<file path="config.mk">
export PLATFORM = sky130hd
export DESIGN_NAME = host_io_port_registers
export DESIGN_NICKNAME = d
export VERILOG_FILES = /design/src/include/host_io_pkg.sv /design/src/logic/bit_synchronizer.sv /design/src/logic/host_io_port_registers.sv
export SDC_FILE = /design/constraint.sdc
export NUM_CORES = 1
export LEC_CHECK = 0
export ABC_AREA = 1
export BUFFER_PORTS_ARGS = -buffer_cell sky130_fd_sc_hd__buf_2
export CAP_MARGIN = 20
export CORE_MARGIN = 2
export CORE_UTILIZATION = 40
export DETAILED_ROUTE_END_ITERATION = 7
export GPL_ROUTABILITY_DRIVEN = 0
export SYNTH_ARGS = -nofsm -noshare
export SYNTH_HDL_FRONTEND = slang
export SYNTH_HIERARCHICAL = 1
export SYNTH_SLANG_ARGS = --single-unit
</file>
<file path="constraint.sdc">
create_clock -name clk_sys -period 3.7 [get_ports clk_sys]
set_clock_uncertainty 0.05 [all_clocks]
set_input_delay 0.185 -clock clk_sys [delete_from_list [all_inputs] [get_ports clk_sys]]
set_output_delay 0.185 -clock clk_sys [all_outputs]
set_load 0.01 [all_outputs]
</file>
<file path="src/include/host_io_pkg.sv">
/*
  Shared constants and carrier types for the host I/O port registers.
  Assumes a single 125 MHz system clock and a synchronous, active-high
  reset; the host bus logic runs on the same clock.
*/

package host_io_pkg;

  // ---------------------------------------------------------------
  // I/O port map
  // ---------------------------------------------------------------
  localparam logic [7:0] SWITCH_ROW_STATUS_ADDR    = 8'h00;
  localparam logic [7:0] BIT_LATCH_CONTROL_ADDR    = 8'h01;
  localparam logic [7:0] ENCODER_FOOTSWITCH_ADDR   = 8'h10;
  localparam logic [7:0] LED_COLUMN_RIGHT_ADDR     = 8'h41;
  localparam logic [7:0] LED_LEFT_ROWS_ADDR        = 8'h61;
  localparam logic [7:0] LCD_MODE_CONTRAST_ADDR    = 8'h81;
  localparam logic [7:0] LCD_DATA_READ_ADDR        = 8'hC0;
  localparam logic [7:0] LCD_DATA_WRITE_ADDR       = 8'hC1;

  // Control latch window: upper three address bits, set/clear, index.
  localparam logic [2:0] CONTROL_REGION            = 3'h0;
  localparam int         CONTROL_SET_BIT           = 1;
  localparam int         CONTROL_INDEX_LSB         = 2;

  // ---------------------------------------------------------------
  // Field positions
  // ---------------------------------------------------------------
  localparam int COUNTER_CLEAR_BIT   = 3;
  localparam int RESERVED_TEST_BIT   = 4;
  localparam int TX_READY_BIT        = 0;
  localparam int RX_READY_BIT        = 1;
  localparam int FRAMING_FAULT_BIT   = 2;
  localparam int DIGITAL_INPUT_PRESENT_BIT   = 3;
  localparam int COLUMN_LSB          = 0;
  localparam int RIGHT_ROWS_LSB      = 3;
  localparam int DISPLAY_READ_BIT    = 4;
  localparam int DATA_SELECT_BIT     = 5;

  // ---------------------------------------------------------------
  // Reset values
  // ---------------------------------------------------------------
  localparam logic [7:0] LATCH_RESET         = 8'h00;
  localparam logic [6:0] COLUMN_ROWS_RESET   = 7'h00;
  localparam logic [7:0] LEFT_ROWS_RESET     = 8'hFF;
  localparam logic [5:0] LCD_MODE_RESET      = 6'h00;
  localparam logic [4:0] COLUMN_SELECT_IDLE  = 5'h1F;

  // ---------------------------------------------------------------
  // Timing
  // ---------------------------------------------------------------
  localparam int CLK_MHZ            = 125;
  localparam int TX_READY_MAX_NS    = 1000;
  localparam int TX_READY_CYCLES    = TX_READY_MAX_NS * CLK_MHZ / 1000;
  localparam int TX_COUNT_WIDTH     = 7;

  // ---------------------------------------------------------------
  // Carrier types
  // ---------------------------------------------------------------
  typedef struct packed {
    logic [3:0] switch_row;
    logic       encoder_phase_a;
    logic       encoder_phase_b;
    logic       footswitch_tip;
    logic       footswitch_ring;
  } panel_inputs_type;

  typedef struct packed {
    logic [4:0] column_select_n;
    logic [3:0] right_rows;
    logic [7:0] left_rows_n;
  } led_drive_type;

  typedef struct packed {
    logic [3:0] contrast_code_bit;
    logic       display_read_next;
    logic       display_data_select;
  } lcd_mode_type;

endpackage : host_io_pkg

</file>
<file path="src/logic/bit_synchronizer.sv">
/*
  Two-stage synchroniser for a group of independent level inputs.
  Assumes each bit is a slow level; no bus coherence across bits.
*/

`timescale 1ns/1ps
`default_nettype none

module bit_synchronizer #(
  parameter int WIDTH = 8
) (
  input  wire logic             clk_sys,
  input  wire logic             rst,
  input  wire logic [WIDTH-1:0] async_in,
  output var  logic [WIDTH-1:0] sync_out
);

  logic [WIDTH-1:0] meta_reg;

  // The first stage feeds only the second stage.
  always_ff @(posedge clk_sys) begin
    if (rst) begin
      meta_reg <= '0;
      sync_out <= '0;
    end else begin
      meta_reg <= async_in;
      sync_out <= meta_reg;
    end
  end

endmodule : bit_synchronizer

`default_nettype wire

</file>
<file path="src/logic/host_io_port_registers.sv">
/*
  Host-visible port registers: I/O-space status and write latches, and
  the second memory-mapped logic register (bus release, status read).
  Assumes host strobes are on clk_sys and panel pins are asynchronous.
*/

`timescale 1ns/1ps
`default_nettype none

// Notes on behaviour
// - Counter-clear bit stops frame clock.
// - Any register-two write releases the bus.
// - Receive ready flag, cleared by data read.
// - Framing fault refreshed per received byte.
// - Input-present flag held until relock.
// - Odd addresses write, even addresses read.
// - Fixed I/O address decode map.
// - Status ports return switches, encoder, footswitch.
// - Control latch sets or clears one bit.
// - Control latch outputs zero during reset.
// - First display latch: column and rows.
// - Right rows high, left rows low active.
// - Display latches capture on strobe trailing edge.
// - Column bits decode to active-low selects.
// - Low nibble drives the contrast code.
module host_io_port_registers (
  input  wire logic                          clk_sys,
  input  wire logic                          rst,
  input  wire logic                          io_rd,
  input  wire logic                          io_wr,
  input  wire logic [7:0]                    io_addr,
  input  wire logic [7:0]                    io_wdata,
  input  wire logic [7:0]                    lcd_rdata,
  input  wire logic                          reg2_wr,
  input  wire logic [7:0]                    reg2_wdata,
  input  wire logic                          uart_tx_write,
  input  wire logic                          uart_rx_byte,
  input  wire logic                          uart_rx_framing,
  input  wire logic                          uart_data_rd,
  input  wire logic                          spdif_preamble,
  input  wire logic                          relock_set,
  input  wire host_io_pkg::panel_inputs_type panel_pins,
  output var  logic [7:0]                    io_rdata,
  output var  logic                          io_dir_write,
  output var  logic                          lcd_strobe,
  output var  logic [7:0]                    lcd_wdata,
  output var  logic [7:0]                    uart_digin_status,
  output var  logic                          bus_release,
  output var  logic                          frame_clock_enable,
  output var  logic                          reserved_test_bit,
  output var  logic [7:0]                    control_latch,
  output var  host_io_pkg::led_drive_type    led_drive,
  output var  host_io_pkg::lcd_mode_type     lcd_mode
);

  // ---------------------------------------------------------------
  // Local constants and helpers
  // ---------------------------------------------------------------
  localparam int TX_BOUND = host_io_pkg::TX_READY_CYCLES;
  // The status register adds one cycle, so the count stops one short.
  localparam logic [host_io_pkg::TX_COUNT_WIDTH-1:0] TX_LAST =
    host_io_pkg::TX_COUNT_WIDTH'(host_io_pkg::TX_READY_CYCLES - 2);

  // Column codes 1 to 5 each pull one select low; others leave all idle.
  function automatic logic [4:0] column_select(input logic [2:0] code);
    logic [4:0] sel;
    sel = host_io_pkg::COLUMN_SELECT_IDLE;
    if (code != 3'h0 && code <= 3'h5) begin
      sel[code - 3'h1] = 1'b0;
    end
    return sel;
  endfunction : column_select

  function automatic logic in_control_region(input logic [7:0] addr);
    return addr[7:5] == host_io_pkg::CONTROL_REGION;
  endfunction : in_control_region

  // ---------------------------------------------------------------
  // Panel input synchronisation
  // ---------------------------------------------------------------
  host_io_pkg::panel_inputs_type panel_sync;

  bit_synchronizer #(
    .WIDTH ($bits(host_io_pkg::panel_inputs_type))
  ) panel_sync_inst (
    .clk_sys  (clk_sys),
    .rst      (rst),
    .async_in (panel_pins),
    .sync_out (panel_sync)
  );

  // ---------------------------------------------------------------
  // I/O write strobe tracking
  // ---------------------------------------------------------------
  // The address and data are captured while the strobe is high so the
  // trailing edge sees the values of the last strobe cycle.
  logic       wr_active_reg;
  logic [7:0] wr_addr_reg;
  logic [7:0] wr_data_reg;
  logic       wr_trailing;

  always_ff @(posedge clk_sys) begin
    if (rst) begin
      wr_active_reg <= 1'b0;
      wr_addr_reg   <= 8'h00;
      wr_data_reg   <= 8'h00;
    end else begin
      wr_active_reg <= io_wr;
      if (io_wr) begin
        wr_addr_reg <= io_addr;
        wr_data_reg <= io_wdata;
      end
    end
  end

  assign wr_trailing = wr_active_reg && !io_wr && wr_addr_reg[0];

  // ---------------------------------------------------------------
  // Transceiver direction
  // ---------------------------------------------------------------
  always_ff @(posedge clk_sys) begin
    if (rst) begin
      io_dir_write <= 1'b0;
    end else if (io_rd || io_wr) begin
      io_dir_write <= io_addr[0];
    end
  end

  // ---------------------------------------------------------------
  // I/O read decode
  // ---------------------------------------------------------------
  // Reads at odd addresses and unmapped even addresses return zero,
  // since the transceiver would face the wrong way for them.
  always_ff @(posedge clk_sys) begin
    if (rst) begin
      io_rdata <= 8'h00;
    end else if (io_rd) begin
      unique case (io_addr)
        host_io_pkg::SWITCH_ROW_STATUS_ADDR:
          io_rdata <= {4'h0, panel_sync.switch_row};
        host_io_pkg::ENCODER_FOOTSWITCH_ADDR:
          io_rdata <= {4'h0, panel_sync.footswitch_ring,
                       panel_sync.footswitch_tip,
                       panel_sync.encoder_phase_b,
                       panel_sync.encoder_phase_a};
        host_io_pkg::LCD_DATA_READ_ADDR:
          io_rdata <= lcd_rdata;
        default:
          io_rdata <= 8'h00;
      endcase
    end
  end

  // ---------------------------------------------------------------
  // LCD data access
  // ---------------------------------------------------------------
  always_ff @(posedge clk_sys) begin
    if (rst) begin
      lcd_strobe <= 1'b0;
      lcd_wdata  <= 8'h00;
    end else begin
      lcd_strobe <= (io_rd && io_addr == host_io_pkg::LCD_DATA_READ_ADDR)
                 || (io_wr && io_addr == host_io_pkg::LCD_DATA_WRITE_ADDR);
      if (io_wr && io_addr == host_io_pkg::LCD_DATA_WRITE_ADDR) begin
        lcd_wdata <= io_wdata;
      end
    end
  end

  // ---------------------------------------------------------------
  // Bit-addressable control latch
  // ---------------------------------------------------------------
  always_ff @(posedge clk_sys) begin
    if (rst) begin
      control_latch <= host_io_pkg::LATCH_RESET;
    end else if (wr_trailing && in_control_region(wr_addr_reg)) begin
      control_latch[wr_addr_reg[host_io_pkg::CONTROL_INDEX_LSB +: 3]]
        <= wr_addr_reg[host_io_pkg::CONTROL_SET_BIT];
    end
  end

  // ---------------------------------------------------------------
  // Display latches
  // ---------------------------------------------------------------
  always_ff @(posedge clk_sys) begin
    if (rst) begin
      led_drive.column_select_n <= host_io_pkg::COLUMN_SELECT_IDLE;
      led_drive.right_rows      <= host_io_pkg::COLUMN_ROWS_RESET[6:3];
    end else if (wr_trailing
                 && wr_addr_reg == host_io_pkg::LED_COLUMN_RIGHT_ADDR) begin
      led_drive.column_select_n <=
        column_select(wr_data_reg[host_io_pkg::COLUMN_LSB +: 3]);
      led_drive.right_rows <=
        wr_data_reg[host_io_pkg::RIGHT_ROWS_LSB +: 4];
    end
  end

  // Left rows reset to all ones so that no left LED lights after reset.
  always_ff @(posedge clk_sys) begin
    if (rst) begin
      led_drive.left_rows_n <= host_io_pkg::LEFT_ROWS_RESET;
    end else if (wr_trailing
                 && wr_addr_reg == host_io_pkg::LED_LEFT_ROWS_ADDR) begin
      led_drive.left_rows_n <= wr_data_reg;
    end
  end

  // ---------------------------------------------------------------
  // LCD mode and contrast latch
  // ---------------------------------------------------------------
  always_ff @(posedge clk_sys) begin
    if (rst) begin
      lcd_mode <= host_io_pkg::LCD_MODE_RESET;
    end else if (wr_trailing
                 && wr_addr_reg == host_io_pkg::LCD_MODE_CONTRAST_ADDR) begin
      lcd_mode.contrast_code_bit   <= wr_data_reg[3:0];
      lcd_mode.display_read_next   <=
        wr_data_reg[host_io_pkg::DISPLAY_READ_BIT];
      lcd_mode.display_data_select <=
        wr_data_reg[host_io_pkg::DATA_SELECT_BIT];
    end
  end

  // ---------------------------------------------------------------
  // Second logic register, write side
  // ---------------------------------------------------------------
  always_ff @(posedge clk_sys) begin
    if (rst) begin
      bus_release <= 1'b0;
    end else begin
      bus_release <= reg2_wr;
    end
  end

  // The counter-clear bit is a level: the clocks stay stopped until a
  // later write with the bit low, which lets the DSP be resynchronised.
  always_ff @(posedge clk_sys) begin
    if (rst) begin
      frame_clock_enable <= 1'b1;
      reserved_test_bit  <= 1'b0;
    end else if (reg2_wr) begin
      frame_clock_enable <=
        !reg2_wdata[host_io_pkg::COUNTER_CLEAR_BIT];
      reserved_test_bit  <=
        reg2_wdata[host_io_pkg::RESERVED_TEST_BIT];
    end
  end

  // ---------------------------------------------------------------
  // Second logic register, status side
  // ---------------------------------------------------------------
  logic                                  tx_ready_reg;
  logic [host_io_pkg::TX_COUNT_WIDTH-1:0] tx_count_reg;
  logic                                  rx_ready_reg;
  logic                                  framing_reg;
  logic                                  digin_reg;

  // A write makes the flag busy, then a fixed count bounds the wait.
  always_ff @(posedge clk_sys) begin
    if (rst) begin
      tx_ready_reg <= 1'b1;
      tx_count_reg <= '0;
    end else if (uart_tx_write) begin
      tx_ready_reg <= 1'b0;
      tx_count_reg <= '0;
    end else if (!tx_ready_reg) begin
      if (tx_count_reg == TX_LAST) begin
        tx_ready_reg <= 1'b1;
      end else begin
        tx_count_reg <= tx_count_reg + 1'b1;
      end
    end
  end

  always_ff @(posedge clk_sys) begin
    if (rst) begin
      rx_ready_reg <= 1'b0;
    end else if (uart_rx_byte) begin
      rx_ready_reg <= 1'b1;
    end else if (uart_data_rd) begin
      rx_ready_reg <= 1'b0;
    end
  end

  always_ff @(posedge clk_sys) begin
    if (rst) begin
      framing_reg <= 1'b0;
    end else if (uart_rx_byte) begin
      framing_reg <= uart_rx_framing;
    end
  end

  always_ff @(posedge clk_sys) begin
    if (rst) begin
      digin_reg <= 1'b0;
    end else if (spdif_preamble) begin
      digin_reg <= 1'b1;
    end else if (relock_set) begin
      digin_reg <= 1'b0;
    end
  end

  always_ff @(posedge clk_sys) begin
    if (rst) begin
      uart_digin_status <= 8'h00;
    end else begin
      uart_digin_status <= {4'h0, digin_reg, framing_reg,
                            rx_ready_reg, tx_ready_reg};
    end
  end

  // ---------------------------------------------------------------
  // Checks
  // ---------------------------------------------------------------
  chk_tx_ready_bound: assert property (
    @(posedge clk_sys) disable iff (rst)
    uart_tx_write |=> !tx_ready_reg ##[1:TX_BOUND] tx_ready_reg)
    else $error("transmit ready not restored in time");

  chk_rx_ready_clear: assert property (
    @(posedge clk_sys) disable iff (rst)
    uart_data_rd && !uart_rx_byte |=> ##1
      !uart_digin_status[host_io_pkg::RX_READY_BIT])
    else $error("receive ready not cleared by data read");

  chk_framing_refresh: assert property (
    @(posedge clk_sys) disable iff (rst)
    uart_rx_byte |=> ##1
      uart_digin_status[host_io_pkg::FRAMING_FAULT_BIT]
        == $past(uart_rx_framing, 2)
      && uart_digin_status[host_io_pkg::RX_READY_BIT])
    else $error("framing fault not refreshed with byte");

  chk_digin_hold: assert property (
    @(posedge clk_sys) disable iff (rst)
    digin_reg && !relock_set |=> digin_reg)
    else $error("input present dropped without relock");

  chk_bus_release: assert property (
    @(posedge clk_sys) disable iff (rst)
    reg2_wr |=> bus_release ##1 (bus_release == $past(reg2_wr)))
    else $error("register two write did not release bus");

  chk_counter_clear: assert property (
    @(posedge clk_sys) disable iff (rst)
    reg2_wr && reg2_wdata[host_io_pkg::COUNTER_CLEAR_BIT]
      |=> !frame_clock_enable)
    else $error("counter clear did not stop frame clock");

  chk_dir_follow: assert property (
    @(posedge clk_sys) disable iff (rst)
    io_rd || io_wr |=> io_dir_write == $past(io_addr[0]))
    else $error("transceiver direction not following A0");

  chk_status_one: assert property (
    @(posedge clk_sys) disable iff (rst)
    io_rd && io_addr == host_io_pkg::SWITCH_ROW_STATUS_ADDR
      |=> io_rdata == {4'h0, $past(panel_sync.switch_row)})
    else $error("switch row status read wrong");

  chk_latch_reset: assert property (
    @(posedge clk_sys)
    rst |=> control_latch == host_io_pkg::LATCH_RESET)
    else $error("control latch not cleared by reset");

  chk_column_onehot: assert property (
    @(posedge clk_sys) disable iff (rst)
    $countones(~led_drive.column_select_n) <= 1)
    else $error("more than one column selected");

endmodule : host_io_port_registers

`default_nettype wire

</file>
==> flow_metrics.py, run 1 <==
metrics = {
    "pwr": {
        "pwr-share-clk": 0.332,
        "power.leakage_nw": 2.157,
        "p_total_mw": 1.917,
        "p_comb_frac": 0.082,
        "power_switching_uw": 485.0,
        "p_seq_frac": 0.586,
        "swShare": 0.2530,
        "p_int_mw": 1.432,
        "ir_drop_uv": 173.4,
        "cellPowerDensity_nw_per_um2": 398.1,
    },
    "synthesis": {
        "synth_cell_types": 32,
        "yosysWarnings": 6,
        "ys_seq_area_frac": 0.5099,
        "syn_inst": 506,
        "syn_avg_cell_area_um2": 7.759,
        "synth-seq-cells": 100,
        "netlist_area_um2": 3926,
    },
    "timing": {
        "period_needed_ns": 1.691,
        "setup_tns_ns": 0,
        "finalSetupViolCount": 0,
        "finalCritPeriodShare": 0.4569,
        "final-max-slew-violation-count": 0,
        "max_freq_mhz": 591.5,
        "rsz0062_at_grt": "no",
        "relSlewSlack": 0.5139,
        "hold_viol_final": 0,
        "tightest_slew_ns": 0.7259,
        "layout_setup_ws_ns": 2.009,
    },
    "worst_setup_path": {
        "slowest_delay_ns": 0.62,
        "crit_family": "simple AND/OR/NAND/NOR gates",
        "crit_buf_inv": 0,
        "worstRegToRegCells": 6,
        "slowest_stage": "nor3b_2",
        "required_ns": 3.92,
        "crit_top_cell": "nand2_1",
        "worstPathCellList": "nand3_4 -> nor2_2 -> nor3b_2 -> nand2_1 -> nand2_1 -> nor2_1",
        "worstPathMaxFanout": 12,
        "critPathLaunchType": "flop",
        "worstPathArrival_ns": 1.91,
        "crit_type": "flop to flop",
        "crit_cells": 6,
        "cp-end-kind": "flop",
    },
    "cts": {
        "cts_sinks": 100,
        "htree_levels": 3,
        "clk_latency_ns": 0.36,
        "clock-root-buffer": "clkbuf_8",
        "cts_tree": "built",
        "post_cts_buffers": 0,
        "path_clk_slew_ns": 0.10,
        "numCtsBuffers": 9,
        "cts.path.max_buffers": 2,
    },
    "global_route": {
        "grt_use_total": 0.1703,
        "overflow": 0,
        "grt_max_degree": 49,
        "grt_antenna_before_repair": 0,
        "grt_pass1_wl_mm": 14.03,
        "grt_pass1_vias": 3174,
    },
    "final_layout": {
        "largest_register": "led_drive",
        "largest_reg_flops": 17,
        "nets": 671,
        "final_cell_mix": "dfxtp_1 (100), buf_2 (100), nand2_1 (84)",
        "drive_gt1_frac": 0.2158,
        "fillCellCount": 973,
        "area.growth.synth_to_final_pct": 22.63,
        "antenna_cells_inserted": 0,
        "stdcell_area_um2": 4815,
        "utilization": 0.4995,
    },
    "route": {
        "drt-total-wl_mm": 8.638,
        "firstDrtPassIters": 4,
        "drtAntennaViolNets": 0,
        "drt_iter0_drc": 81,
        "via_per_inst": 4.659,
        "wl_per_cell_um": 11.46,
        "dr_total_vias": 3513,
        "drc_errors": 0,
    },
    "placement": {
        "hpwlAfterDp_mm": 6.098,
        "dpl_cell_area_um2": 4487,
        "place_ws_ns": 1.667,
        "io_buffers": 100,
    },
    "floorplan": {
        "rows": 36,
        "die_area_um2": 10620,
        "die_w_um": 103.1,
        "start_util": 0.4073,
        "coreArea_um2": 9639,
        "die_h_um": 103.1,
        "io_pins": 111,
    },
    "hold_path": {
        "worstHoldPathType": "input pin to flop",
        "holdPathStages": 3,
    },
    "job": {
        "drv_cap": 0,
    },
    "outcome": {
        "status": "finished, final reports clean",
    },
}
-- Yosys cell counts --
master | count | area share
nand3_1 | 27 | 0.034
buf_2 | 1 | 0.0013
nand3_2 | 1 | 0.0025
nor3_2 | 1 | 0.0025
nor3b_2 | 1 | 0.0032
nor2_4 | 3 | 0.0086
nand3b_1 | 2 | 0.0038
conb_1 | 1 | 0.00096
o211ai_1 | 6 | 0.011
nor3_1 | 6 | 0.0076
buf_1 | 2 | 0.0019
inv_1 | 65 | 0.062
nand2_1 | 84 | 0.080
nor2_1 | 68 | 0.065
inv_2 | 1 | 0.00096
buf_4 | 5 | 0.0096
nor2_2 | 5 | 0.0080
buf_8 | 1 | 0.0038
clkinv_1 | 4 | 0.0038
o21ai_0 | 41 | 0.052
clkbuf_1 | 9 | 0.0086
dfxtp_1 | 100 | 0.51
a21oi_1 | 51 | 0.065
nand3_4 | 1 | 0.0045
o31ai_1 | 2 | 0.0038
nand4_2 | 1 | 0.0032
xor2_1 | 3 | 0.0067
nand4_1 | 4 | 0.0064
ha_1 | 4 | 0.013
buf_6 | 3 | 0.0086
nand2_2 | 2 | 0.0032
o211ai_2 | 1 | 0.0032
-- cell families after synthesis --
logic type | count (synthesis) | share of synthesized area
flip-flops | 100 | 0.5099
adder cells (fa/ha/maj) | 4 | 0.01275
buffers and inverters | 91 | 0.1007
AND/OR/NAND/NOR | 206 | 0.2333
XOR/XNOR | 3 | 0.006693
other | 1 | 0.0009551
AO/OA/AOI/OAI | 101 | 0.1358
-- routing by layer --
layer | track usage | wire length, µm
met5 | 0 | 0
met4 | 0.07287 | 168
met3 | 0.04542 | 423
met2 | 0.2847 | 4143
met1 | 0.2066 | 3903
-- metrics by stage --
stage | std cells | hold WS (ns)
finish | 754 | 0.01351
detailed placement | 723 | 0.3288
floorplan | 509 | 0.2354
global placement | 723 | 0.3204
CTS | 754 | 0.0002776
global route | 754 | 0.003135
-- worst register-to-register path, cell delays in order, from the launching register on --
cell and delay (ns):
dfxtp_1 0.43, nand3_4 0.13, nor2_2 0.14, nor3b_2 0.62
nand2_1 0.11, nand2_1 0.09, nor2_1 0.04
-- cell type report --
type | instances | area (µm²) | share of cell area
flip-flops and latches | 100 | 2002 | 0.4158
multi-input cells | 318 | 1540 | 0.3199
repair buffers | 117 | 665.6 | 0.1383
inverters | 70 | 262.8 | 0.05457
well taps | 133 | 166.4 | 0.03456
clock buffers | 11 | 141.4 | 0.02937
clock inverters | 5 | 36.28 | 0.007536
-- power groups by stage --
stage | Sequential, mW | Clock, mW | Combinational, mW
final | 1.12 | 0.636 | 0.157
after global routing | 1.13 | 0.713 | 0.180
after CTS | 1.12 | 0.663 | 0.158
after detailed placement | 1.15 | 0 | 0.145
after global placement | 1.15 | 0 | 0.142
after floorplan | 1.15 | 0 | 0.0962
-- what timing repair did --
| item | CTS | global route |
|---|---|---|
| hold buffers | 15 | 0 |
| endpoints found under the hold margin | 13 | 0 |
| endpoints found under the setup margin | 0 | 0 |
| gates resized for setup | 0 | 0 |
-- path summary, 6_finish.rpt --
| kind | from | endpoint | slack (ns) |
|---|---|---|---|
| setup reg to reg | wr_addr_reg[0] | lcd_mode[3] | 2.01 |
| hold reg to reg | panel_sync_inst/meta_reg[2] | panel_sync_inst/sync_out[2] | 0.35 |
| hold / removal | lcd_rdata[4] | io_rdata[4] | 0.01 |
| setup / recovery | wr_addr_reg[0] | lcd_mode[3] | 2.01 |
(Power assumes the default switching activity.)
==> run 2, diff against run 1 <==
--- a/config.mk
+++ b/config.mk
@@ -5,7 +5,7 @@
 export SDC_FILE = /design/constraint.sdc
 export NUM_CORES = 1
 export LEC_CHECK = 0
-export ABC_AREA = 1
+export ABC_AREA = 0
 export BUFFER_PORTS_ARGS = -buffer_cell sky130_fd_sc_hd__buf_2
 export CAP_MARGIN = 20
 export CORE_MARGIN = 2
==> constraint.sdc (replaced) <==
create_clock -name clk_sys -period 1.75 [get_ports clk_sys]
set_clock_uncertainty 0.05 [all_clocks]
set_input_delay 0.0875 -clock clk_sys [delete_from_list [all_inputs] [get_ports clk_sys]]
set_output_delay 0.0875 -clock clk_sys [all_outputs]
set_load 0.01 [all_outputs]
==> run 2 against run 1 <==
- the flow now finishes with violations (negative hold slack)
- final cell count is 6.4% lower
- critical endpoint is now led_drive[14]
- area after synthesis is 5.4% higher
- largest cell class is now multi-input combinational cells
- clock-buffer cell count is 1 higher
- highest routed layer unchanged
- critical path depth is 1 lower
- maximum frequency is 4.1% higher
- worst hold slack worse by 0.019 ns
- via count is 5.4% lower
==> flow_metrics.py, run 2 <==
metrics = {
    "cts": {
        "numCtsBuffers": 9,
        "path_clk_slew_ns": 0.09,
        "clock-root-buffer": "clkbuf_8",
        "htree_levels": 3,
        "cts_sinks": 100,
        "clk_latency_ns": 0.37,
        "post_cts_buffers": 0,
        "cts_tree": "built",
        "cts.path.max_buffers": 2,
    },
    "route": {
        "dr_total_vias": 3325,
        "drt-total-wl_mm": 9.206,
        "drt_iter0_drc": 80,
        "wl_per_cell_um": 13.04,
        "drc_errors": 0,
        "drtAntennaViolNets": 0,
        "firstDrtPassIters": 5,
        "via_per_inst": 4.710,
    },
    "synthesis": {
        "netlist_area_um2": 4140,
        "syn_inst": 420,
        "yosysMostFrequentCell": "dfxtp_1",
        "ys_async_sr_fraction": 0,
        "synth_top_area_share": 0.4835,
        "synth_cell_types": 45,
        "ys_seq_area_frac": 0.4835,
        "synth-edff-count": 0,
        "netlist_top_cells_count": "dfxtp_1 (100), mux2i_1 (56), nand2b_1 (49), nor2_1 (49), a21oi_1 (14)",
        "synthTopCellsByArea": "dfxtp_1 (48%), mux2i_1 (14%), nand2b_1 (7.4%)",
        "synth-seq-cells": 100,
        "yosysTopAreaCell": "dfxtp_1",
        "yosysWarnings": 6,
        "syn_avg_cell_area_um2": 9.858,
        "synth_flop_cell": "dfxtp_1",
    },
    "worst_setup_path": {
        "worstPathArrival_ns": 1.83,
        "critPathLaunchType": "flop",
        "crit_start": "wr_data_reg[0]",
        "timing.rr.end": "led_drive[14]",
        "crit_type": "flop to flop",
        "worstRegToRegCells": 5,
        "r2r_setup_slack_ns": 0.13,
        "cp-end-kind": "flop",
        "r2r-start": "wr_data_reg[0]",
        "cp-endpoint": "led_drive[14]",
        "required_ns": 1.96,
        "worstPathMaxFanout": 4,
    },
    "final_layout": {
        "nets": 620,
        "largest_reg_flops": 17,
        "drive_gt1_frac": 0.2737,
        "final_common_cell": "dfxtp_1",
        "utilization": 0.5371,
        "stdcell_area_um2": 5470,
        "largest_register": "led_drive",
        "antenna_cells_inserted": 0,
        "area.growth.synth_to_final_pct": 32.12,
        "final_cell_mix": "dfxtp_1 (100), buf_2 (99), mux2i_1 (56)",
    },
    "timing": {
        "layout_setup_ws_ns": 0.1263,
        "hold_viol_final": 1,
        "finalCritPeriodShare": 0.9278,
        "max_freq_mhz": 615.9,
        "worst_hold_slack_ns": -0.005445,
        "rsz0062_at_grt": "no",
        "final-max-slew-violation-count": 0,
        "setup_tns_ns": 0,
        "finalSetupViolCount": 0,
        "period_needed_ns": 1.624,
    },
    "placement": {
        "hpwlAfterDp_mm": 6.268,
        "io_buffers": 100,
        "dpl_cell_area_um2": 4838,
        "place_ws_ns": 0.06356,
    },
    "job": {
        "drv_cap": 0,
    },
    "global_route": {
        "grt_antenna_before_repair": 0,
        "grt_use_total": 0.1729,
        "grt_pass1_wl_mm": 15.49,
        "busiest_layer": "met2",
        "groute.layer.met1.usage": 0.2208,
        "use_met2": 0.2682,
        "grt_max_degree": 26,
        "grt_pass1_vias": 3334,
        "grtUsageMet3": 0.05937,
        "overflow": 0,
    },
    "pwr": {
        "p_total_mw": 4.245,
        "ir_drop_uv": 344.4,
        "power.leakage_nw": 2.384,
        "cellPowerDensity_nw_per_um2": 776.0,
    },
    "floorplan": {
        "io_pins": 111,
        "start_util": 0.4065,
        "rows": 37,
        "die_area_um2": 11180,
        "coreArea_um2": 10180,
        "die_w_um": 105.7,
        "die_h_um": 105.7,
    },
    "outcome": {
        "violations": "negative hold slack",
        "status": "finished, violations left",
    },
    "hold_path": {
        "worstHoldPathType": "input pin to flop",
    },
}
-- run 2: changes by cell type after synthesis, moves of 32 or more --
| cell | previous run | this run |
|---|---|---|
| inv_1 | 65 | 8 |
| nand2b_1 | 0 | 49 |
| mux2i_1 | 0 | 56 |
| o21ai_0 | 41 | 9 |
| a21oi_1 | 51 | 14 |
| nand2_1 | 84 | 10 |
-- run 2: timing repair --
| item | 4_1_cts | 5_1_grt |
|---|---|---|
| hold endpoints to repair | 47 | 0 |
| setup endpoints to repair | 0 | 2 |
| resized for setup | 0 | 5 |
| hold buffers | 43 | 0 |
-- run 2: power breakdown --
group / internal, mW / switching (mW) / leakage [nW] / total, mW
Sequential: 2.33 / 0.0355 / 0.816 / 2.37
Clock: 0.661 / 0.783 / 0.0866 / 1.44
Combinational: 0.238 / 0.196 / 1.48 / 0.433
-- run 2: worst min path at each step --
stage / slack (ns) / start / cells after the start / to
2_1_floorplan: 0.14 / uart_tx_write / 1 / tx_ready_reg
3_3_place_gp: 0.24 / uart_tx_write / 2 / tx_ready_reg
3_5_place_dp: 0.25 / spdif_preamble / 3 / digin_reg
4_1_cts: 0.002 / rst / 2 / wr_addr_reg[6]
5_1_grt: 0.02 / rst / 2 / wr_addr_reg[4]
6_report: -0.005 / reg2_wr / 3 / frame_clock_enable
-- run 2: final cells by class --
type | instances | area, µm²
Tap cell | 136 | 170.2
Clock inverter | 4 | 50.05
Timing Repair Buffer | 159 | 1076
Multi-Input combinational cell | 287 | 2007
Fill cell | 965 | 4715
Clock buffer | 12 | 135.1
Sequential cell | 100 | 2002
Inverter | 8 | 30.03
-- run 2: worst max-delay path: stages, from the launching register on --
cell and delay, ns:
dfxtp_1 0.34, inv_1 0.09, ha_1 0.25, or3_4 0.36, a2111oi_4 0.33, mux2i_1 0.10
-- run 2: layer usage --
layer / vias up / part of all wire
met5: - / 0
met4: 0 / 0.023
met3: 16 / 0.060
met2: 76 / 0.44
met1: 1530 / 0.48
li1: 1703 / -
-- run 2: kinds of logic (layout without fill, tap and decap cells) --
family / after synthesis / after routing / synth area share
AND/OR/NAND/NOR: 180 / 180 / 0.2566
flip-flops: 100 / 100 / 0.4835
multiplexers: 61 / 61 / 0.1490
AO/OA/AOI/OAI: 36 / 36 / 0.05289
buffers and inverters: 36 / 183 / 0.04080
adder cells (fa/ha/maj): 4 / 4 / 0.01209
XOR/XNOR: 2 / 2 / 0.004232
other: 1 / 4 / 0.0009057
-- run 2: per-stage QoR --
| step | cells | hold WS, ns |
|---|---|---|
| finish | 706 | -0.005445 |
| global route | 706 | 0.02433 |
| CTS | 707 | 0.001571 |
| detailed placement | 648 | 0.2487 |
| global placement | 648 | 0.2385 |
| floorplan | 423 | 0.1423 |
